===== config.mk =====
export PLATFORM = sky130hd
export DESIGN_NAME = ict_timing_core
export DESIGN_NICKNAME = d
export VERILOG_FILES = /design/src/hw/ict_pkg.sv /design/src/hw/ict_ea_cost.sv /design/src/hw/ict_bus_cycle.sv /design/src/hw/ict_timing_core.sv
export VERILOG_INCLUDE_DIRS = /design/src /design/src/hw
export SDC_FILE = /design/constraint.sdc
export NUM_CORES = 1
export LEC_CHECK = 0
export ABC_AREA = 1
export BUFFER_PORTS_ARGS = -buffer_cell sky130_fd_sc_hd__buf_2
export CAP_MARGIN = 10
export CORE_MARGIN = 2
export CORE_UTILIZATION = 32
export CTS_CLUSTER_DIAMETER = 120
export CTS_CLUSTER_SIZE = 28
export DETAILED_ROUTE_END_ITERATION = 10
export PLACE_DENSITY_LB_ADDON = 0.08
export SLEW_MARGIN = 20
export SYNTH_ARGS = -nofsm -noshare
export SYNTH_HDL_FRONTEND = slang
export SYNTH_SLANG_ARGS = --single-unit

===== constraint.sdc =====
create_clock -name clk_in -period 2.6 [get_ports clk_in]
set_input_delay 0.13 -clock clk_in [delete_from_list [all_inputs] [get_ports clk_in]]
set_output_delay 0.13 -clock clk_in [all_outputs]
set_load 0.005 [all_outputs]

===== src/hw/ict_defines.svh =====
// Timing constants and per-class cycle costs of the instruction timing sequencer.
`ifndef ICT_DEFINES_SVH
`define ICT_DEFINES_SVH

// ==========================================
// Widths and bus cycle length
`define ICT_CLK_W 10
`define ICT_CNT_W 7
`define ICT_BUS_CLKS 10'h004
`define ICT_BUS_LAST 2'h3

// ==========================================
// Costs packed as {clocks[9:0], reads[6:0], writes[6:0]}
`define ICT_SHIFT_BW_BASE 10'h00A
`define ICT_SHIFT_L_BASE 10'h00C
`define ICT_SHIFT_RD 7'h02
`define ICT_C_SHIFT_MEM {10'h010, 7'h02, 7'h02}
`define ICT_C_BIT_DYN {10'h00C, 7'h02, 7'h00}
`define ICT_C_BIT_DYN_CLR {10'h00E, 7'h02, 7'h00}
`define ICT_C_BIT_DYN_TST {10'h00A, 7'h02, 7'h00}
`define ICT_C_BIT_STA {10'h014, 7'h04, 7'h00}
`define ICT_C_BIT_STA_CLR {10'h016, 7'h04, 7'h00}
`define ICT_C_BIT_STA_TST {10'h012, 7'h04, 7'h00}
`define ICT_C_BR_TAKEN {10'h012, 7'h04, 7'h00}
`define ICT_C_BR_NT_BYTE {10'h00C, 7'h02, 7'h00}
`define ICT_C_BR_NT_WORD {10'h014, 7'h04, 7'h00}
`define ICT_C_CHK_TRAP {10'h044, 7'h08, 7'h06}
`define ICT_C_CHK_PASS {10'h00E, 7'h02, 7'h00}
`define ICT_MULTI_REGISTER_MOVE_OP_LD_CLK 10'h018
`define ICT_MULTI_REGISTER_MOVE_OP_LD_RD 7'h06
`define ICT_MULTI_REGISTER_MOVE_OP_ST_CLK 10'h010
`define ICT_MULTI_REGISTER_MOVE_OP_ST_RD 7'h04
`define ICT_C_JUMP {10'h010, 7'h04, 7'h00}
`define ICT_C_CALL {10'h020, 7'h04, 7'h04}
`define ICT_C_LOAD_ADDR {10'h008, 7'h02, 7'h00}
`define ICT_C_PUSH_ADDR {10'h018, 7'h02, 7'h04}
`define ICT_C_XADD_REG_BW {10'h008, 7'h02, 7'h00}
`define ICT_C_XADD_REG_L {10'h00C, 7'h02, 7'h00}
`define ICT_C_XADD_MEM_B {10'h016, 7'h04, 7'h01}
`define ICT_C_XADD_MEM_W {10'h032, 7'h06, 7'h02}
`define ICT_C_XADD_MEM_L {10'h03A, 7'h0A, 7'h04}
`define ICT_C_EXC_BUS {10'h05E, 7'h08, 7'h0E}
`define ICT_C_EXC_TRAP {10'h03E, 7'h08, 7'h06}
`define ICT_C_EXC_INT {10'h048, 7'h09, 7'h06}
`define ICT_C_RESET {10'h040, 7'h0C, 7'h00}

// ==========================================
// Operand address costs, byte/word and long
`define ICT_C_EA_NONE {10'h000, 7'h00, 7'h00}
`define ICT_C_EA_IND_BW {10'h004, 7'h01, 7'h00}
`define ICT_C_EA_IND_L {10'h008, 7'h02, 7'h00}
`define ICT_C_EA_PRE_BW {10'h006, 7'h01, 7'h00}
`define ICT_C_EA_PRE_L {10'h00A, 7'h02, 7'h00}
`define ICT_C_EA_DISP_BW {10'h008, 7'h02, 7'h00}
`define ICT_C_EA_DISP_L {10'h00C, 7'h03, 7'h00}
`define ICT_C_EA_IDX_BW {10'h00A, 7'h02, 7'h00}
`define ICT_C_EA_IDX_L {10'h00E, 7'h03, 7'h00}
`define ICT_C_EA_ABSL_BW {10'h00C, 7'h03, 7'h00}
`define ICT_C_EA_ABSL_L {10'h010, 7'h04, 7'h00}

`endif


===== src/hw/ict_pkg.sv =====
// Types shared by the instruction timing sequencer.
`include "ict_defines.svh"

package ict_pkg;

  typedef enum logic [4:0] {
    CL_SHIFT_REG = 5'h00, CL_SHIFT_MEM = 5'h01, CL_BIT_REG = 5'h02, CL_BRANCH = 5'h03,
    CL_CHK = 5'h04, CL_MULTI_REGISTER_MOVE_OP_LD = 5'h05, CL_MULTI_REGISTER_MOVE_OP_ST = 5'h06, CL_JUMP = 5'h07,
    CL_CALL = 5'h08, CL_LOAD_ADDR = 5'h09, CL_PUSH_ADDR = 5'h0A, CL_XADD_REG = 5'h0B,
    CL_XADD_MEM = 5'h0C, CL_EXC_BUS = 5'h0D, CL_EXC_TRAP = 5'h0E, CL_EXC_INT = 5'h0F
  } ict_class_t;

  typedef enum logic [1:0] {SZ_BYTE = 2'h0, SZ_WORD = 2'h1, SZ_LONG = 2'h2} ict_size_t;

  typedef enum logic [1:0] {BIT_CHANGE = 2'h0, BIT_CLEAR = 2'h1, BIT_SET = 2'h2, BIT_TEST = 2'h3} ict_bitop_t;

  typedef enum logic [3:0] {
    EA_DREG = 4'h0, EA_AREG = 4'h1, EA_IND = 4'h2, EA_POSTINC = 4'h3, EA_PREDEC = 4'h4,
    EA_DISP = 4'h5, EA_INDEX = 4'h6, EA_ABSW = 4'h7, EA_ABSL = 4'h8, EA_PCDISP = 4'h9,
    EA_PCINDEX = 4'hA, EA_IMM = 4'hB
  } ict_ea_mode_t;

  typedef enum logic [1:0] {BK_READ = 2'h0, BK_WRITE = 2'h1, BK_IACK = 2'h2} ict_bus_kind_t;

  typedef enum logic [2:0] {
    ST_BOOT = 3'h0, ST_READY = 3'h1, ST_LOAD = 3'h2, ST_READ = 3'h3, ST_IDLE = 3'h4, ST_WRITE = 3'h5
  } ict_state_t;

  typedef struct packed {
    logic [`ICT_CLK_W-1:0] clks;
    logic [`ICT_CNT_W-1:0] reads;
    logic [`ICT_CNT_W-1:0] writes;
  } ict_cost_t;

  typedef struct packed {
    ict_class_t cls;
    ict_size_t size;
    ict_bitop_t bitop;
    ict_ea_mode_t ea_mode;
    logic [5:0] count;
    logic taken;
    logic disp_word;
    logic static_num;
  } ict_req_t;

  typedef struct packed {
    logic active;
    logic rd;
    logic wr;
    logic iack;
  } ict_bus_t;

endpackage


===== src/hw/ict_ea_cost.sv =====
// Registered lookup of operand address computation cost.
`timescale 1ns/1ps

module ict_ea_cost (
  input wire logic clk_in, // System clock.
  input wire logic rst_n_in, // Synchronised reset, active low.
  input wire logic load_in, // Capture a new lookup.
  input wire ict_pkg::ict_ea_mode_t mode_in, // Addressing mode.
  input wire logic long_in, // Long operand.
  output ict_pkg::ict_cost_t cost_out // Registered cost.
);
  import ict_pkg::*;

  ict_cost_t state;
  ict_cost_t next_state;

  // ==========================================
  // Lookup
  always_comb begin
    next_state = state;
    if (load_in) begin
      case (mode_in)
        EA_IND, EA_POSTINC: next_state = long_in ? `ICT_C_EA_IND_L : `ICT_C_EA_IND_BW;
        EA_PREDEC: next_state = long_in ? `ICT_C_EA_PRE_L : `ICT_C_EA_PRE_BW;
        EA_DISP, EA_ABSW, EA_PCDISP: next_state = long_in ? `ICT_C_EA_DISP_L : `ICT_C_EA_DISP_BW;
        EA_INDEX, EA_PCINDEX: next_state = long_in ? `ICT_C_EA_IDX_L : `ICT_C_EA_IDX_BW;
        EA_ABSL: next_state = long_in ? `ICT_C_EA_ABSL_L : `ICT_C_EA_ABSL_BW;
        EA_IMM: next_state = long_in ? `ICT_C_EA_IND_L : `ICT_C_EA_IND_BW;
        default: next_state = `ICT_C_EA_NONE;
      endcase
    end
  end

  always_ff @(posedge clk_in or negedge rst_n_in) begin
    if (!rst_n_in) begin
      state <= '0;
    end else begin
      state <= next_state;
    end
  end

  assign cost_out = state;
endmodule


===== src/hw/ict_bus_cycle.sv =====
// Four-clock bus cycle engine with wait states.
`timescale 1ns/1ps

module ict_bus_cycle (
  input wire logic clk_in, // System clock.
  input wire logic rst_n_in, // Synchronised reset, active low.
  input wire logic start_in, // Start a cycle when ready.
  input wire ict_pkg::ict_bus_kind_t kind_in, // Kind of cycle to start.
  input wire logic ack_in, // Synchronised memory acknowledge.
  output logic ready_out, // Can take a start this cycle.
  output ict_pkg::ict_bus_t bus_out // Registered bus strobes.
);
  import ict_pkg::*;

  typedef struct packed {
    logic active;
    logic [1:0] cnt;
    ict_bus_kind_t kind;
  } ict_bc_state_t;

  ict_bc_state_t state;
  ict_bc_state_t next_state;
  logic finishing;

  // ==========================================
  // Cycle counting
  // The last clock repeats as a wait state until memory acknowledges.
  assign finishing = state.active && (state.cnt == `ICT_BUS_LAST) && ack_in;
  assign ready_out = !state.active || finishing;

  always_comb begin
    next_state = state;
    if (finishing) begin
      next_state.active = 1'b0;
    end else if (state.active && (state.cnt != `ICT_BUS_LAST)) begin
      next_state.cnt = state.cnt + 2'h1;
    end
    if (start_in && ready_out) begin
      next_state.active = 1'b1;
      next_state.cnt = 2'h0;
      next_state.kind = kind_in;
    end
  end

  always_ff @(posedge clk_in or negedge rst_n_in) begin
    if (!rst_n_in) begin
      state <= '0;
    end else begin
      state <= next_state;
    end
  end

  assign bus_out.active = state.active;
  assign bus_out.rd = state.active && (state.kind != BK_WRITE);
  assign bus_out.wr = state.active && (state.kind == BK_WRITE);
  assign bus_out.iack = state.active && (state.kind == BK_IACK);
endmodule


===== src/hw/ict_timing_core.sv =====
// Instruction cycle timing sequencer: plays out clocks, reads and writes per instruction.
// What this block does
// - Every read and write bus cycle lasts four clocks; wait states stretch it.
// - An instruction's total includes its own fetch and all operand reads and writes.
// - Marked instructions add the address computation clocks and reads.
// - Indirect and post-increment addressing: 4 clocks one read, long 8 two.
// - Pre-decrement addressing: 6 clocks one read, long 10 clocks two reads.
// - PC-relative indexed addressing: 10 clocks two reads, long 14 three.
// - Address computation never issues a write cycle.
// - Register shift or rotate: 10 (long 12) plus twice the count clocks, two reads.
// - Memory shift or rotate: word only, 16 clocks, two reads, two writes.
// - Dynamic register bit ops 10, 12 or 14 clocks; static ones 18, 20 or 22, four reads.
// - Branch taken 18 clocks four reads; not taken 12 or 20.
// - Bounds check trapping 68 clocks 8/6; passing 14 clocks, plus address.
// - Multi-register load 24+8n or 24+16n; store 16+8n or 16+16n with four reads.
// - Pointer jump 16 clocks four reads; call 32 clocks four reads four writes.
// - Load address 8 clocks two reads; push address 24 clocks 2/4.
// - Extended add/subtract registers 8 or 12 clocks; byte memory 22 clocks 4/1.
// - Bus/address error 94 clocks 8/14; trace, trap, illegal, privilege 62 clocks 8/6.
// - Interrupt takes 72 clocks 9/6 with a four-clock acknowledge cycle.
// - After reset and halt release, 64 clocks and twelve reads precede execution.
`timescale 1ns/1ps

module ict_timing_core (
  input wire logic clk_in, // 40 MHz clock.
  input wire logic rst_n_in, // Asynchronous reset, active low.
  input wire logic ext_reset_n_in, // Reset pin from outside, active low.
  input wire logic ext_halt_n_in, // Halt pin from outside, active low.
  input wire logic mem_ack_in, // Memory acknowledge pin, high ends a bus cycle.
  input wire logic req_valid_in, // Instruction request valid.
  input wire ict_pkg::ict_req_t req_in, // Instruction descriptor.
  output logic req_ready_out, // Ready to take a request.
  output logic done_out, // One-cycle pulse after an instruction's last clock.
  output logic exec_start_out, // One-cycle pulse when the reset sequence ends.
  output logic err_out, // One-cycle pulse on an unknown class.
  output ict_pkg::ict_cost_t cost_out, // Total cost of the running instruction.
  output ict_pkg::ict_bus_t bus_out // Bus strobes.
);
  import ict_pkg::*;

  typedef struct packed {
    logic rst_meta;
    logic rst_sync_n;
    logic halt_meta;
    logic halt_sync_n;
    logic ack_meta;
    logic ack_sync;
    ict_state_t st;
    logic booting;
    logic ea_add;
    logic iack_first;
    ict_cost_t cost;
    logic [`ICT_CNT_W-1:0] rd_left;
    logic [`ICT_CNT_W-1:0] wr_left;
    logic [`ICT_CLK_W-1:0] idle_left;
    logic done;
    logic exec_start;
    logic err;
  } ict_core_state_t;

  ict_core_state_t state;
  ict_core_state_t next_state;
  logic [1:0] rst_shift;
  logic rst_n;
  logic accept;
  logic bus_start;
  ict_bus_kind_t bus_kind;
  logic bus_ready;
  ict_cost_t ea_cost;
  ict_cost_t sum;
  logic [`ICT_CLK_W-1:0] bus_clks;

  // ==========================================
  // Reset release
  always_ff @(posedge clk_in or negedge rst_n_in) begin
    if (!rst_n_in) begin
      rst_shift <= 2'h0;
    end else begin
      rst_shift <= {rst_shift[0], 1'b1};
    end
  end
  assign rst_n = rst_shift[1];

  // ==========================================
  // Cost of each instruction class
  function automatic ict_cost_t base_cost(input ict_req_t r);
    ict_cost_t c;
    logic [`ICT_CLK_W-1:0] n10;
    logic [`ICT_CLK_W-1:0] nm;
    logic [`ICT_CNT_W-1:0] nr;
    c = '0;
    n10 = {4'h0, r.count};
    nm = {5'h00, r.count[4:0]};
    nr = {2'h0, r.count[4:0]};
    case (r.cls)
      CL_SHIFT_REG: begin
        c.clks = ((r.size == SZ_LONG) ? `ICT_SHIFT_L_BASE : `ICT_SHIFT_BW_BASE) + (n10 << 1);
        c.reads = `ICT_SHIFT_RD;
      end
      CL_SHIFT_MEM: c = `ICT_C_SHIFT_MEM;
      CL_BIT_REG: begin
        case (r.bitop)
          BIT_CLEAR: c = r.static_num ? `ICT_C_BIT_STA_CLR : `ICT_C_BIT_DYN_CLR;
          BIT_TEST: c = r.static_num ? `ICT_C_BIT_STA_TST : `ICT_C_BIT_DYN_TST;
          default: c = r.static_num ? `ICT_C_BIT_STA : `ICT_C_BIT_DYN;
        endcase
      end
      CL_BRANCH: begin
        if (r.taken) begin
          c = `ICT_C_BR_TAKEN;
        end else begin
          c = r.disp_word ? `ICT_C_BR_NT_WORD : `ICT_C_BR_NT_BYTE;
        end
      end
      CL_CHK: c = r.taken ? `ICT_C_CHK_TRAP : `ICT_C_CHK_PASS;
      CL_MULTI_REGISTER_MOVE_OP_LD: begin
        c.clks = `ICT_MULTI_REGISTER_MOVE_OP_LD_CLK + ((r.size == SZ_LONG) ? (nm << 4) : (nm << 3));
        c.reads = `ICT_MULTI_REGISTER_MOVE_OP_LD_RD + ((r.size == SZ_LONG) ? (nr << 2) : (nr << 1));
      end
      CL_MULTI_REGISTER_MOVE_OP_ST: begin
        c.clks = `ICT_MULTI_REGISTER_MOVE_OP_ST_CLK + ((r.size == SZ_LONG) ? (nm << 4) : (nm << 3));
        c.reads = `ICT_MULTI_REGISTER_MOVE_OP_ST_RD;
        c.writes = (r.size == SZ_LONG) ? (nr << 2) : (nr << 1);
      end
      CL_JUMP: c = `ICT_C_JUMP;
      CL_CALL: c = `ICT_C_CALL;
      CL_LOAD_ADDR: c = `ICT_C_LOAD_ADDR;
      CL_PUSH_ADDR: c = `ICT_C_PUSH_ADDR;
      CL_XADD_REG: c = (r.size == SZ_LONG) ? `ICT_C_XADD_REG_L : `ICT_C_XADD_REG_BW;
      CL_XADD_MEM: begin
        case (r.size)
          SZ_BYTE: c = `ICT_C_XADD_MEM_B;
          SZ_WORD: c = `ICT_C_XADD_MEM_W;
          default: c = `ICT_C_XADD_MEM_L;
        endcase
      end
      CL_EXC_BUS: c = `ICT_C_EXC_BUS;
      CL_EXC_TRAP: c = `ICT_C_EXC_TRAP;
      CL_EXC_INT: c = `ICT_C_EXC_INT;
      default: c = '0;
    endcase
    return c;
  endfunction

  // ==========================================
  // Address cost lookup
  // Both classes that add an address cost work on word operands.
  assign accept = (state.st == ST_READY) && req_valid_in && state.rst_sync_n;

  ict_ea_cost u_ea_cost (
    .clk_in(clk_in),
    .rst_n_in(rst_n),
    .load_in(accept),
    .mode_in(req_in.ea_mode),
    .long_in(1'b0),
    .cost_out(ea_cost)
  );

  // ==========================================
  // Bus cycle engine
  ict_bus_cycle u_bus_cycle (
    .clk_in(clk_in),
    .rst_n_in(rst_n),
    .start_in(bus_start),
    .kind_in(bus_kind),
    .ack_in(state.ack_sync),
    .ready_out(bus_ready),
    .bus_out(bus_out)
  );

  // ==========================================
  // Totals
  always_comb begin
    sum = state.cost;
    if (state.ea_add) begin
      sum.clks = state.cost.clks + ea_cost.clks;
      sum.reads = state.cost.reads + ea_cost.reads;
    end
    bus_clks = (`ICT_CLK_W'(sum.reads) + `ICT_CLK_W'(sum.writes)) << 2;
  end

  // ==========================================
  // Sequencer
  always_comb begin
    next_state = state;
    next_state.rst_meta = ext_reset_n_in;
    next_state.rst_sync_n = state.rst_meta;
    next_state.halt_meta = ext_halt_n_in;
    next_state.halt_sync_n = state.halt_meta;
    next_state.ack_meta = mem_ack_in;
    next_state.ack_sync = state.ack_meta;
    next_state.done = 1'b0;
    next_state.exec_start = 1'b0;
    next_state.err = 1'b0;
    bus_start = 1'b0;
    bus_kind = BK_READ;
    case (state.st)
      ST_BOOT: begin
        if (state.rst_sync_n && state.halt_sync_n && bus_ready) begin
          next_state.cost = `ICT_C_RESET;
          next_state.booting = 1'b1;
          next_state.ea_add = 1'b0;
          next_state.iack_first = 1'b0;
          next_state.st = ST_LOAD;
        end
      end
      ST_READY: begin
        if (accept) begin
          if (req_in.cls > CL_EXC_INT) begin
            next_state.err = 1'b1;
          end else begin
            next_state.cost = base_cost(req_in);
            next_state.ea_add = (req_in.cls == CL_SHIFT_MEM) || (req_in.cls == CL_CHK);
            next_state.iack_first = (req_in.cls == CL_EXC_INT);
            next_state.booting = 1'b0;
            next_state.st = ST_LOAD;
          end
        end
      end
      ST_LOAD: begin
        next_state.cost = sum;
        next_state.rd_left = sum.reads;
        next_state.wr_left = sum.writes;
        next_state.idle_left = sum.clks - bus_clks;
        next_state.st = ST_READ;
      end
      ST_READ: begin
        if (bus_ready) begin
          if (state.rd_left != '0) begin
            bus_start = 1'b1;
            bus_kind = state.iack_first ? BK_IACK : BK_READ;
            next_state.iack_first = 1'b0;
            next_state.rd_left = state.rd_left - 7'h01;
          end else if (state.idle_left != '0) begin
            next_state.st = ST_IDLE;
          end else if (state.wr_left != '0) begin
            bus_start = 1'b1;
            bus_kind = BK_WRITE;
            next_state.wr_left = state.wr_left - 7'h01;
            next_state.st = ST_WRITE;
          end else begin
            next_state.done = !state.booting;
            next_state.exec_start = state.booting;
            next_state.st = ST_READY;
          end
        end
      end
      ST_IDLE: begin
        next_state.idle_left = state.idle_left - 10'h001;
        if (state.idle_left == 10'h001) begin
          if (state.wr_left != '0) begin
            bus_start = 1'b1;
            bus_kind = BK_WRITE;
            next_state.wr_left = state.wr_left - 7'h01;
            next_state.st = ST_WRITE;
          end else begin
            next_state.done = !state.booting;
            next_state.exec_start = state.booting;
            next_state.st = ST_READY;
          end
        end
      end
      ST_WRITE: begin
        if (bus_ready) begin
          if (state.wr_left != '0) begin
            bus_start = 1'b1;
            bus_kind = BK_WRITE;
            next_state.wr_left = state.wr_left - 7'h01;
          end else begin
            next_state.done = !state.booting;
            next_state.exec_start = state.booting;
            next_state.st = ST_READY;
          end
        end
      end
      default: next_state.st = ST_BOOT;
    endcase
    // A fresh reset from outside abandons the instruction and restarts the reset sequence.
    if (!state.rst_sync_n) begin
      next_state.st = ST_BOOT;
      next_state.done = 1'b0;
      next_state.exec_start = 1'b0;
      bus_start = 1'b0;
    end
  end

  always_ff @(posedge clk_in or negedge rst_n) begin
    if (!rst_n) begin
      state <= '0;
    end else begin
      state <= next_state;
    end
  end

  assign req_ready_out = (state.st == ST_READY) && state.rst_sync_n;
  assign done_out = state.done;
  assign exec_start_out = state.exec_start;
  assign err_out = state.err;
  assign cost_out = state.cost;
endmodule


Yosys cells after proc, flatten, opt, wreduce, memory -nomap -nowiden

Index checks and enable logic that the tools add are counted.

Eq/ne operators: 58
Reductions and logical operators: 43
Multiplexer cells: 74
Add/sub/neg operators: 12
Bitwise logic cells: 1
Magnitude comparators: 1

Operators with widths:

| operator                                                         | count |
|---|---|
| 17-bit case mux with 16 select lines                             | 1 |
| 19-bit two-way mux                                               | 5 |
| 30-bit two-way mux                                               | 3 |
| 18-bit case mux with 5 select lines                              | 1 |
| 24-bit case mux with 3 select lines                              | 1 |
| 7-bit case mux with 10 select lines                              | 1 |
| 7-bit two-way mux                                                | 7 |
| 5-bit by 4-bit == test with 1-bit output (second input constant) | 8 |
| 20-bit case mux with 2 select lines                              | 1 |
| 19-bit case mux with 2 select lines                              | 1 |
| 17-bit two-way mux                                               | 2 |
| 2-bit two-way mux                                                | 14 |
| 7-bit case mux with 4 select lines                               | 1 |
| 3-bit two-way mux                                                | 9 |
| 3-bit inequality test (second input constant)                    | 8 |
| 2-bit inequality test (second input constant)                    | 11 |
| 21-bit two-way mux                                               | 1 |
| 5-bit by 3-bit == test with 1-bit output (second input constant) | 4 |
| 10-bit case mux with 2 select lines                              | 1 |
| 3-bit case mux with 6 select lines                               | 1 |
| 4-bit by 3-bit == test with 1-bit output (second input constant) | 4 |
| 4-bit == test (second input constant)                            | 4 |
| 1-bit two-way mux                                                | 15 |
| 14-bit two-way mux                                               | 1 |
| other kinds (48)                                                 | 84 |

Logic and storage cells: 214
Flip-flop bits (word level): 87
Output and inout bits: 32
Input bits: 28

Depth between registers and ports, before layout

Gate-level depths: netlist (run 1).

Depth after elaboration: 10
Depth in mapped cells: 20
Depth with buffers taken out: 20

Hierarchy

A second synthesis (run 1) with hierarchy kept.

Cells, all modules: 946
Area, all modules: 6,551.3 sq um

Modules (own cells, without submodules):

| module          | area each (sq um) | seq. area each (sq um) | cells each | instances |
|---|---|---|---|---|
| ict_timing_core | 5,846.9           | 1,626.6                | 847        | 1 |
| ict_ea_cost     | 440.4             | 100.1                  | 65         | 1 |
| ict_bus_cycle   | 264.0             | 125.1                  | 34         | 1 |

Worst setup path after synthesis (run 1)

Ideal clock, no wire load.

Path type: reg-to-reg
Start point: register u_ea_cost.state (netlist bit u_ea_cost.cost_out[7])
End point: register state[11] in the netlist's numbering
Data required time: 2.476 ns
Arrival: 3.035 ns
Setup time: 0.124 ns
Stages on the path, launching flop included: 18
Path buffers: 0
Setup slack: -0.559 ns
Period minus slack after synthesis: 3.159 ns
Cell sequence: dfrtp_1 > ha_1 > fa_1 > nand2_1 > xor2_1 > ha_1 > a21oi_1 > nand2_1 > a31oi_1 > xor2_1 > ha_1 > nand2_1 > inv_1 > nand2_1 > nand3_1 > or2_2 > nand3_1 > a21oi_1

Word-level cells in the longest chain between the ends: 5

Ends and longest elaborated chain:

| what                                                    | line                   | text |
|---|---|---|
| start, declared                                         | ict_ea_cost.sv:14      | `ict_cost_t state;` |
| start signal, assigned                                  | ict_ea_cost.sv:38      | `state <= next_state;` |
| 7-bit adder                                             | ict_timing_core.sv:177 | `sum.reads = state.cost.reads + ea_cost.reads;` |
| 17-bit two-way mux                                      | ict_timing_core.sv:175 | `if (state.ea_add) begin` |
| 7-bit by 7-bit adder with 8-bit output (no source line) | -                      |  |
| 10-bit subtractor                                       | ict_timing_core.sv:224 | `next_state.idle_left = sum.clks - bus_clks;` |
| 10-bit case mux with 2 select lines                     | ict_timing_core.sv:197 | `case (state.st)` |
| end signal, assigned                                    | ict_timing_core.sv:291 | `state <= next_state;` |
| end, declared                                           | ict_timing_core.sv:61  | `ict_core_state_t state;` |

No other way between the ends.
A chain may end at the register's enable or synchronous reset.

Worst setup path in the final report (run 1)

Start point: register state (netlist bit cost_out[7])
End point: register state[11] in the netlist's numbering

Word-level cells in the longest chain between the ends: 5

Ends and longest elaborated chain:

| what                                                        | line |
|---|---|
| 7-bit adder                                                 | ict_timing_core.sv:177 |
| 17-bit two-way mux (*)                                      | ict_timing_core.sv:175 |
| 7-bit by 7-bit adder with 8-bit output (no source line) (*) | - |
| 10-bit subtractor (*)                                       | ict_timing_core.sv:224 |
| 10-bit case mux with 2 select lines (*)                     | ict_timing_core.sv:197 |

Every way passes the cells marked *; elsewhere a longest branch is shown, timed or not.

==> key figures, run 1 <==
Worst hold path
  • Critical hold path startpoint: req_in[9]
  • WHS Path Cells: 2
  • Classification of the worst-slack hold path: in2reg
  • Hold path endpoint: u_ea_cost.cost_out[15]

CTS
  • CTS Sinks: 72
  • Maximum count of clock buffers along a single path: 2
  • Worst skew pair latency: between 0.3 and 0.4 ns
  • Clock transition at the register clock pins on the worst setup and hold paths after CTS: 0.06 ns
  • Root buffer cell: sky130_fd_sc_hd__clkbuf_16
  • Clock tree from TritonCTS: yes
  • H-tree Lvls: 3
  • Number of buffers added by the clock tree synthesis step: 9

Detailed routing
  • Remaining routing DRC violations: 0
  • Total via count in the routed design: 5,952
  • Pre-Repair DR Iteration Count: 5
  • WL final: roughly 19 mm
  • Average wire per cell in the routed design: between 15 and 20 um
  • Via/cell ratio: 4.85
  • Post-DRT Antenna Nets: 0
  • Drt first-iter violations: about 400

Layout
  • Area delta synth->final: 26.1%
  • Post-route standard cell area excluding fillers: approximately 7600 um2
  • Antenna Cells: 0
  • Number of nets at the end of the flow: 1,053
  • Fraction of final layout cells with drive strength greater than 1: 23.7%

Worst setup path
  • Capturing point of the worst reg2reg path: state[11]
  • Buffers plus inverters on the worst setup path: 1
  • Worst endpoint required time: approximately 2.8 ns
  • Top delay family on crit path: adder cells
  • R2r worst-path depth: 17
  • Cell chain of the critical path: ha_2 > fa_2 > nand2_4 > xor2_4 > ha_4 > a21oi_2 > nand2_1 > a31oi_2 > xor2_1 > ha_1 > nand2_1 > inv_1 > nand4_1 > nand3_2 > or2_4 > nand3_2 > a21oi_1
  • Largest stage delay on the critical path: 0.38 ns
  • R2R Setup Slk: -0.51 ns
  • Worst r2r src: cost_out[7]
  • Stages on worst setup path: 17
  • Critical path capture point type: flop
  • Worst Setup Start Kind: flop
  • Crit-path max FO: 4
  • Signal arrival time at the worst endpoint: 3.35 ns
  • Start-to-end type of the worst setup path: reg2reg
  • Highest-delay cell along the critical path: sky130_fd_sc_hd__dfrtp_1

GRT
  • Antenna violations before repair: 0
  • Global-route usage over all layers: 19.5%
  • Via count of the first global-routing pass: around 5,600
  • Maximum number of pins on one net before global-route repair: just over 70
  • Overflow after GRT: 0
  • First-pass GRT wire length: a little over 30 mm

Floorplanning
  • I/O pin total: 60
  • Core Rows: 50
  • Height of the die: 141 um
  • Die Footprint: 20,000 um2
  • Width of the chip: 141 um
  • Effective utilization at floorplan: 32.4%
  • Core Box Area: 18,600 um2

Logic synthesis
  • Mean instance size in the synthesized netlist: 6.93 um2
  • Number of distinct library cell variants in the gate-level netlist after synthesis: 54
  • Largest cells by area after synthesis: sky130_fd_sc_hd__dfrtp_1, sky130_fd_sc_hd__nand2_1, sky130_fd_sc_hd__ha_1
  • Total number of yosys warnings: 0
  • Synth Flop Type: sky130_fd_sc_hd__dfrtp_1
  • Synth Register Bits: 72
  • Cell area after synthesis: 6040 um2
  • Count of mapped cells out of synthesis: 872
  • Sequential cell area fraction in the yosys report: between 20% and 30%
  • Async set-or-reset flop fraction in the synthesized netlist: 100%
  • Synthesized net count: 937
  • Synth area leader: sky130_fd_sc_hd__dfrtp_1
  • Number of enable-type register cells in the synthesized netlist: 0
  • Area share of the leading cell type in the synthesized netlist: 29.8%

Placed design
  • Placer's final routability congestion estimate: 0.886
  • Count of buffers inserted at the top-level ports: 58
  • Cell Area, Placed: 6890 um2
  • DP Wirelength: 14.7 mm

Timing
  • Post-route clock skew: 0.00488 ns
  • Setup repair after global routing missed its margin: true
  • Part of the cycle the worst path needs: 120%
  • Setup violations, final: 6
  • Final slew viol count: 0
  • Worst setup margin: -0.514 ns
  • Slew at the pin with the worst max-slew slack: 0.980 ns
  • Count of final hold-check violations: 0
  • FMAX: approximately 320 MHz
  • Relative slew slack: 34.7%
  • Min Tclk post-route: slightly above 3 ns
  • Accumulated negative setup slack: -2.28 ns

Job
  • Max-cap violations: 0

Pwr
  • Int Pwr: 0.00404 W
  • Clock network power share: 20.8%
  • Seq pwr share: 24.5%
  • Switching power: 0.00311 W
  • Portion of total power attributed to combinational logic: 54.7%
  • Overall power after layout: 0.00715 W
  • IR Drop Worst-Case VDD: about 390 uV
  • Net switching share of the total power: 43.5%
  • Total leakage power: 3.92 nW
  • Cell area power density: around 940 nW/um2

Status
  • Violations in the final reports: negative setup slack
  • Outcome: complete, but fails checks
[power by group through the flow]
stage,sequential [W],clock [W],combinational (W)
after CTS,0.00175,0.00153,0.00387
after global placement,0.00177,0,0.00365
after floorplan,0.00170,0,0.00254
after global routing,0.00179,0.00157,0.00441
after detailed placement,0.00176,0,0.00364
final,0.00175,0.00149,0.00392
[Yosys cell counts, types with 11 or more instances]
library cell              count
sky130_fd_sc_hd__ha_1        32
sky130_fd_sc_hd__nand3_1     68
sky130_fd_sc_hd__dfrtp_1     72
sky130_fd_sc_hd__xor2_1      15
sky130_fd_sc_hd__o21ai_0     42
sky130_fd_sc_hd__xnor2_1     11
sky130_fd_sc_hd__nor3_1      18
sky130_fd_sc_hd__nor2_1      82
sky130_fd_sc_hd__a21oi_1     36
sky130_fd_sc_hd__nand4_1     14
sky130_fd_sc_hd__buf_4       28
sky130_fd_sc_hd__inv_1       92
sky130_fd_sc_hd__nand2_1    238
[metal layers]
| metal | wire [um] | up-vias | track usage, % |
|---|---|---|---|
| met5 | 0 | - | 0 |
| li1 | - | 3068 | - |
| met2 | 8760 | 127 | 31.2 |
| met3 | 606 | 21 | 2.53 |
| met4 | 332 | 0 | 5.53 |
| met1 | 9160 | 2736 | 27.7 |
[registers in the layout, summed over array words and instances (netlist names)]
register / count
exec_start_out: 1
rst_shift: 2
done_out: 1
cost_out: 23
u_bus_cycle.state: 4
state: 33
u_ea_cost.cost_out: 3
u_bus_cycle.bus_out: 1
err_out: 1
next_state: 3
[area by class of cell]
class / instances / area [um2]
Timing Repair Buffer: 147 / 995
Fill cell: 1990 / 11000
Clock inverter: 5 / 103
Tap cell: 234 / 293
Clock buffer: 11 / 253
Sequential cell: 72 / 1810
Multi-Input combinational cell: 657 / 3790
Inverter: 101 / 384
[cells by family after synthesis]
group	after synthesis	synth area share, %
compound gates	133	13.1
xor+xnor	26	3.77
fa+ha+maj	37	8.28
buf+inv	143	11.2
flops	72	29.8
mux	2	0.352
other cells	2	0.124
simple gates	457	33.4
[cells in the final DEF (no fill, tap or decap), types with 4 or more instances in the layout]
cell                            Yosys  routed
sky130_fd_sc_hd__nand2_1          238     231
sky130_fd_sc_hd__inv_1             92      91
sky130_fd_sc_hd__nor2_1            82      81
sky130_fd_sc_hd__buf_4             28      78
sky130_fd_sc_hd__dfrtp_1           72      71
sky130_fd_sc_hd__nand3_1           68      64
sky130_fd_sc_hd__buf_2              5      58
sky130_fd_sc_hd__o21ai_0           42      38
sky130_fd_sc_hd__a21oi_1           36      30
sky130_fd_sc_hd__ha_1              32      26
sky130_fd_sc_hd__nor3_1            18      18
sky130_fd_sc_hd__nand4_1           14      14
sky130_fd_sc_hd__nand2_2            6      12
sky130_fd_sc_hd__xor2_1            15      11
sky130_fd_sc_hd__xnor2_1           11      10
sky130_fd_sc_hd__clkbuf_16          0       9
sky130_fd_sc_hd__inv_2              7       8
sky130_fd_sc_hd__a21oi_2            2       8
sky130_fd_sc_hd__o21ai_1            6       8
sky130_fd_sc_hd__o31ai_1            7       7
sky130_fd_sc_hd__buf_6              3       7
sky130_fd_sc_hd__nand3_2            2       6
sky130_fd_sc_hd__nor2_4             5       6
sky130_fd_sc_hd__or2_2              7       6
sky130_fd_sc_hd__a31oi_1            7       6
sky130_fd_sc_hd__nand3b_1           5       5
sky130_fd_sc_hd__o22ai_1            5       5
sky130_fd_sc_hd__o211ai_1           5       5
sky130_fd_sc_hd__ha_4               0       5
sky130_fd_sc_hd__o21a_1             4       4
sky130_fd_sc_hd__dlygate4sd3_1      0       4
[timing repair]
action / 4_1_cts / 5_1_grt
setup endpoints to repair: 6 / 7
hold buffers: 4 / 0
resized for setup: 26 / 15
pin swaps: 35 / 11
hold endpoints to repair: 5 / 0
buffers inserted: 16 / 2
[worst max-delay path by stage]
stage                          start         to
2_1_floorplan  u_ea_cost.cost_out[7]  state[11]
3_3_place_gp   u_ea_cost.cost_out[7]  state[11]
3_5_place_dp   u_ea_cost.cost_out[7]  state[11]
4_1_cts                  cost_out[7]  state[11]
5_1_grt                  cost_out[7]  state[11]
6_report                 cost_out[7]  state[11]
[per-stage QoR]
| step | setup slack [ns] | hold slack, ns | utilization (%) | std cells |
|---|---|---|---|---|
| floorplan | -0.474 | -0.166 | - | 872 |
| global placement | -0.554 | -0.0838 | 37.0 | 1191 |
| detailed placement | -0.639 | -0.0844 | 37.0 | 1191 |
| CTS | -0.531 | 0.0188 | 40.6 | 1227 |
| global route | -0.705 | 0.0278 | 40.9 | 1227 |
| finish | -0.514 | 0.0301 | 40.9 | 1227 |
Note: power is estimated with default switching activity, not from simulation.
==> inputs of run 2 (changes only) <==
--- a/config.mk
+++ b/config.mk
@@ -15,7 +15,9 @@
 export CTS_CLUSTER_SIZE = 28
 export DETAILED_ROUTE_END_ITERATION = 10
 export PLACE_DENSITY_LB_ADDON = 0.08
+export SKIP_CTS_REPAIR_TIMING = 1
 export SLEW_MARGIN = 20
 export SYNTH_ARGS = -nofsm -noshare
 export SYNTH_HDL_FRONTEND = slang
+export SYNTH_HIERARCHICAL = 1
 export SYNTH_SLANG_ARGS = --single-unit
==> key figures, run 2 <==
Status
  • Outcome: complete, but fails checks
  • Violations in the final reports: negative setup slack

Pwr
  • Total leakage power: about 4.1 nW
  • Cell area power density: 1110 nW/um2
  • Net switching share of the total power: 46.8%
  • Seq pwr share: 20.4%
  • Portion of total power attributed to combinational logic: between 60% and 70%
  • Int Pwr: 0.00478 W
  • IR Drop Worst-Case VDD: between 300 and 400 uV
  • Clock network power share: 14.1%
  • Switching power: 0.00422 W

Layout
  • Layout fillers: 2,155
  • Top reg by flops: state
  • Fraction of final layout cells with drive strength greater than 1: 24.9%
  • Post-layout util: just over 40%
  • Commonest non-fill, non-tap cell in the layout: sky130_fd_sc_hd__nand2_1
  • Storage element area: 1860 um2
  • Number of nets at the end of the flow: 1,140
  • Area taken by multi-input logic gates: between 4000 and 5000 um2
  • Area delta synth->final: 25.3%
  • Antenna Cells: 0
  • Flip-flop count of the largest register, all copies and words added: 33
  • Top library cells by usage in the layout, fill and taps aside: sky130_fd_sc_hd__nand2_1, sky130_fd_sc_hd__inv_1, sky130_fd_sc_hd__buf_4

Worst setup path
  • Cell chain of the critical path: ha_2 > fa_2 > nand2_2 > nand2_1 > nand2_1 > nand2_1 > or2_4 > nand3_2 > o21ai_2 > ha_1 > nand2_1 > nand2_1 > a21oi_2 > xor2_1 > ha_1 > nand2_2 > a21oi_2 > a211oi_1 > o31ai_1 > nand3_1 > nand3_1 > nand2_1 > nand2_1
  • Worst Setup Start Kind: flop
  • Buffers plus inverters on the worst setup path: 0
  • Crit-path max FO: 3
  • Start-to-end type of the worst setup path: reg2reg
  • Signal arrival time at the worst endpoint: between 3 and 4 ns
  • Worst endpoint required time: roughly 2.8 ns
  • Largest stage delay on the critical path: 0.38 ns
  • Highest-delay cell along the critical path: sky130_fd_sc_hd__dfrtp_1
  • Top delay family on crit path: adder cells
  • Critical path capture point type: flop
  • Cell with the most instances on the worst path: sky130_fd_sc_hd__nand2_1

CTS
  • Number of buffers added by the clock tree synthesis step: 9
  • Maximum count of clock buffers along a single path: 2
  • H-tree Lvls: 3
  • Root buffer cell: sky130_fd_sc_hd__clkbuf_16
  • Clock tree from TritonCTS: yes
  • Clock transition at the register clock pins on the worst setup and hold paths after CTS: approximately 0.070 ns
  • CTS Sinks: 74
  • Worst skew pair latency: 0.36 ns

Floorplanning
  • Core Box Area: 20,100 um2
  • Height of the die: 147 um
  • Effective utilization at floorplan: 32.3%
  • I/O pin total: 60
  • Width of the chip: 147 um
  • Core Rows: 52
  • Die Footprint: 21,500 um2

Timing
  • Slew at the pin with the worst max-slew slack: 0.643 ns
  • Relative slew slack: between 50% and 60%
  • Worst setup margin: -0.842 ns
  • Part of the cycle the worst path needs: 132%
  • Count of final hold-check violations: 0
  • Setup violations, final: 7
  • Final slew viol count: 0
  • FMAX: 291 MHz
  • Min Tclk post-route: approximately 3.4 ns
  • Post-route clock skew: 0.0144 ns
  • Setup repair after global routing missed its margin: true

GRT
  • Antenna violations before repair: 0
  • Via count of the first global-routing pass: slightly above 6,000
  • Global-route usage over all layers: 19.3%
  • Maximum number of pins on one net before global-route repair: 73
  • Overflow after GRT: 0
  • First-pass GRT wire length: between 30 and 40 mm

Detailed routing
  • Via/cell ratio: roughly 4.7
  • Total via count in the routed design: 6,323
  • Drt first-iter violations: approximately 350
  • Pre-Repair DR Iteration Count: 5
  • Post-DRT Antenna Nets: 0
  • Average wire per cell in the routed design: 15.0 um
  • Remaining routing DRC violations: 0
  • WL final: 20.1 mm

Placed design
  • DP Wirelength: 15.8 mm
  • Count of buffers inserted at the top-level ports: 59
  • Worst slack after detailed placement: -0.860 ns
  • Placer's final routability congestion estimate: about 0.87

Logic synthesis
  • Cell area after synthesis: 6500 um2
  • Mean instance size in the synthesized netlist: roughly 6.9 um2
  • Total number of yosys warnings: 6
  • Count of mapped cells out of synthesis: 939

Job
  • Max-cap violations: 0

Worst hold path
  • Classification of the worst-slack hold path: in2async
## run 2: cell types whose count changed in the layout (fill, tap and decap cells not counted), moves of 8 or more
cell                      before  now
sky130_fd_sc_hd__inv_1        91  123
sky130_fd_sc_hd__o21ai_0      38   54
sky130_fd_sc_hd__nand2_1     231  216
sky130_fd_sc_hd__nor2_1       81   67
sky130_fd_sc_hd__buf_4        78   90
sky130_fd_sc_hd__conb_1        2   14
sky130_fd_sc_hd__o21ai_1       8   17
sky130_fd_sc_hd__o21ai_2       2   10
## run 2: final timing paths
| check | to | slack (ns) | cells past startpoint | start |
|---|---|---|---|---|
| max | state[12] | -0.84 | 23 | cost_out[7] |
| min | rst_shift[1] | 0.08 | 2 | rst_n_in |
| max reg2reg | state[12] | -0.84 | 23 | cost_out[7] |
| min reg2reg | cost_out[9] | 0.33 | 1 | rst_shift[1] |
| max in group asynchronous | cost_out[22] | 1.90 | 1 | rst_shift[1] |
| min in group clk_in | err_out | 0.08 | 3 | req_valid_in |
## run 2: through the flow
stage	power, W	cells	hold WS [ns]	instance area, um2	setup TNS (ns)
final	0.00900	1342	0.0769	8140	-3.67
after global routing	0.00988	1342	0.0893	8140	-4.96
after CTS	0.00857	1330	-0.462	7840	-4.29
after detailed placement	0.00726	1314	-0.0826	7560	-4.18
after global placement	0.00725	1314	-0.0840	7560	-3.88
after floorplan	0.00537	950	-0.166	6610	-2.15
## run 2: routing by layer
layer / up-vias / GRT usage, % / wire length [um] / part of all wire, %
li1: 3309 / - / - / -
met1: 2876 / 27.4 / 9790 / 49
met2: 111 / 30.8 / 9170 / 46
met3: 27 / 2.19 / 694 / 3.5
met4: 0 / 6.12 / 427 / 2.1
met5: - / 0 / 0 / 0
## run 2: power by group through the flow
stage | sequential [W] | combinational (W) | clock (W)
6_report | 0.00184 | 0.00589 | 0.00127
5_1_grt | 0.00190 | 0.00664 | 0.00134
4_1_cts | 0.00184 | 0.00543 | 0.00130
3_5_place_dp | 0.00185 | 0.00541 | 0
3_3_place_gp | 0.00185 | 0.00540 | 0
2_1_floorplan | 0.00182 | 0.00355 | 0
## run 2: area by class of cell
cell class / instances / area share, %
Multi-Input combinational cell: 684 / 49.9
Tap cell: 270 / 4.15
Timing Repair Buffer: 158 / 13.2
Inverter: 140 / 6.48
Clock inverter: 7 / 0.737
Clock buffer: 9 / 2.77
Sequential cell: 74 / 22.8
==> inputs of run 3 (changes only) <==
==> constraint.sdc (replaced) <==
create_clock -name clk_in -period 2.6 [get_ports clk_in]
set_input_delay 0 -clock clk_in [delete_from_list [all_inputs] [get_ports clk_in]]
set_output_delay 0 -clock clk_in [all_outputs]
set_load 0.005 [all_outputs]
==> key figures, run 3 (synthesized netlist as in run 2, its figures left out) <==
Status
  • Outcome: complete, but fails checks
  • Violations in the final reports: negative hold slack, negative setup slack

Layout
  • Post-route standard cell area excluding fillers: 8160 um2
  • Top library cells by usage in the layout, fill and taps aside: sky130_fd_sc_hd__nand2_1, sky130_fd_sc_hd__inv_1, sky130_fd_sc_hd__buf_4
  • Number of nets at the end of the flow: 1,142
  • Fraction of final layout cells with drive strength greater than 1: 24.9%
  • Layout fillers: roughly 2,200
  • Antenna Cells: 0
  • Area taken by multi-input logic gates: approximately 4100 um2
  • Area delta synth->final: 25.6%
  • Flip-flop count of the largest register, all copies and words added: 33
  • Top reg by flops: state
  • Storage element area: between 1500 and 2000 um2
  • Commonest non-fill, non-tap cell in the layout: sky130_fd_sc_hd__nand2_1

GRT
  • Overflow after GRT: 0
  • First-pass GRT wire length: 32.6 mm
  • Maximum number of pins on one net before global-route repair: 73
  • Via count of the first global-routing pass: 6,101
  • Global-route usage over all layers: 19.3%
  • Antenna violations before repair: 0

Worst setup path
  • Top delay family on crit path: adder cells
  • Buffers plus inverters on the worst setup path: 0
  • Cell chain of the critical path: ha_2 > fa_2 > nand2_2 > nand2_1 > nand2_1 > nand2_1 > or2_4 > nand3_2 > o21ai_2 > ha_1 > nand2_1 > nand2_1 > a21oi_2 > xor2_1 > ha_1 > nand2_2 > a21oi_2 > a211oi_1 > o31ai_1 > nand3_1 > nand3_1 > nand2_1 > nand2_1
  • Cell with the most instances on the worst path: sky130_fd_sc_hd__nand2_1
  • Largest stage delay on the critical path: 0.38 ns
  • Worst Setup Start Kind: flop
  • Worst endpoint required time: 2.85 ns
  • Critical path capture point type: flop
  • Stages on worst setup path: 23
  • R2r worst-path depth: 23
  • Signal arrival time at the worst endpoint: between 3 and 4 ns
  • Crit-path max FO: 3
  • Start-to-end type of the worst setup path: reg2reg
  • Highest-delay cell along the critical path: sky130_fd_sc_hd__dfrtp_1

Timing
  • Post-route worst hold slack: -0.00858 ns
  • Part of the cycle the worst path needs: 132%
  • Final slew viol count: 0
  • Setup repair after global routing missed its margin: true
  • Worst setup margin: -0.840 ns
  • Min Tclk post-route: 3.44 ns
  • Count of final hold-check violations: 1
  • FMAX: 291 MHz
  • Slew at the pin with the worst max-slew slack: 0.646 ns
  • Setup violations, final: 7
  • Post-route clock skew: 0.0144 ns
  • Relative slew slack: 56.6%

CTS
  • Root buffer cell: sky130_fd_sc_hd__clkbuf_16
  • Number of buffers added by the clock tree synthesis step: 9
  • Maximum count of clock buffers along a single path: 2
  • H-tree Lvls: 3
  • Worst skew pair latency: 0.36 ns
  • CTS Sinks: 74
  • Clock transition at the register clock pins on the worst setup and hold paths after CTS: 0.07 ns
  • Clock tree from TritonCTS: yes

Detailed routing
  • Drt first-iter violations: 392
  • Average wire per cell in the routed design: between 10 and 15 um
  • Remaining routing DRC violations: 0
  • Post-DRT Antenna Nets: 0
  • Via/cell ratio: about 4.7
  • Total via count in the routed design: around 6,300
  • WL final: 20.1 mm
  • Pre-Repair DR Iteration Count: 4

Pwr
  • Overall power after layout: 0.00900 W
  • Cell area power density: 1100 nW/um2
  • IR Drop Worst-Case VDD: roughly 320 uV
  • Total leakage power: 4.13 nW

Placed design
  • Cell Area, Placed: 7560 um2
  • Placer's final routability congestion estimate: slightly below 0.9
  • DP Wirelength: 15.8 mm
  • Count of buffers inserted at the top-level ports: 59

Job
  • Max-cap violations: 0

Floorplanning
  • Effective utilization at floorplan: 32.3%
  • Height of the die: 147 um
  • Core Box Area: 20,100 um2
  • I/O pin total: 60
  • Core Rows: 52
  • Width of the chip: 147 um
  • Die Footprint: 21,500 um2

Worst hold path
  • Classification of the worst-slack hold path: in2reg
  • WHS Path Cells: 4
run 3: final timing paths:
check	start	endpoint	slack [ns]
min in group asynchronous	rst_shift[1]	cost_out[9]	0.33
max in group asynchronous	rst_shift[1]	cost_out[22]	1.90
worst max-delay path	cost_out[7]	state[12]	-0.84
worst min-delay path	req_in[9]	u_ea_cost/cost_out[15]	-0.009
worst max register to register	cost_out[7]	state[12]	-0.84
worst min register to register	rst_shift[1]	cost_out[9]	0.33
run 3: metrics by stage:
stage                     util [%]  TNS [ns]  worst slack [ns]  std cells
after floorplan                  -     -2.15            -0.643        950
after global placement        37.6     -3.88            -0.789       1314
after detailed placement      37.6     -4.18            -0.860       1314
after CTS                     39.0     -4.29            -0.876       1330
after global routing          40.6     -4.96             -1.06       1344
final                         40.6     -3.63            -0.840       1344
run 3: power breakdown:
group	leakage (nW)	total (W)	switching, W	internal, W
registers	0.933	0.00184	0.000305	0.00153
logic	3.07	0.00589	0.00330	0.00259
clock network	0.131	0.00127	0.000604	0.000663
total	4.13	0.00900	0.00421	0.00479
run 3: cell type report:
class | count | share of cell area, %
Multi-Input combinational cell | 684 | 49.7
Tap cell | 270 | 4.14
Sequential cell | 74 | 22.7
Clock inverter | 7 | 0.736
Timing Repair Buffer | 160 | 13.4
Inverter | 140 | 6.47
Clock buffer | 9 | 2.76
run 3: worst min-delay path, stage by stage:
cell	delay, ns
sky130_fd_sc_hd__buf_2	0.11
sky130_fd_sc_hd__inv_1	0.05
sky130_fd_sc_hd__o2111ai_1	0.10
sky130_fd_sc_hd__nand2_1	0.05
run 3: metal layers:
metal,vias to the layer above,wire (um),GRT usage (%)
li1,3315,-,-
met1,2885,9900,27.4
met2,110,9160,30.8
met3,25,628,2.19
met4,0,422,6.12
met5,-,0,0
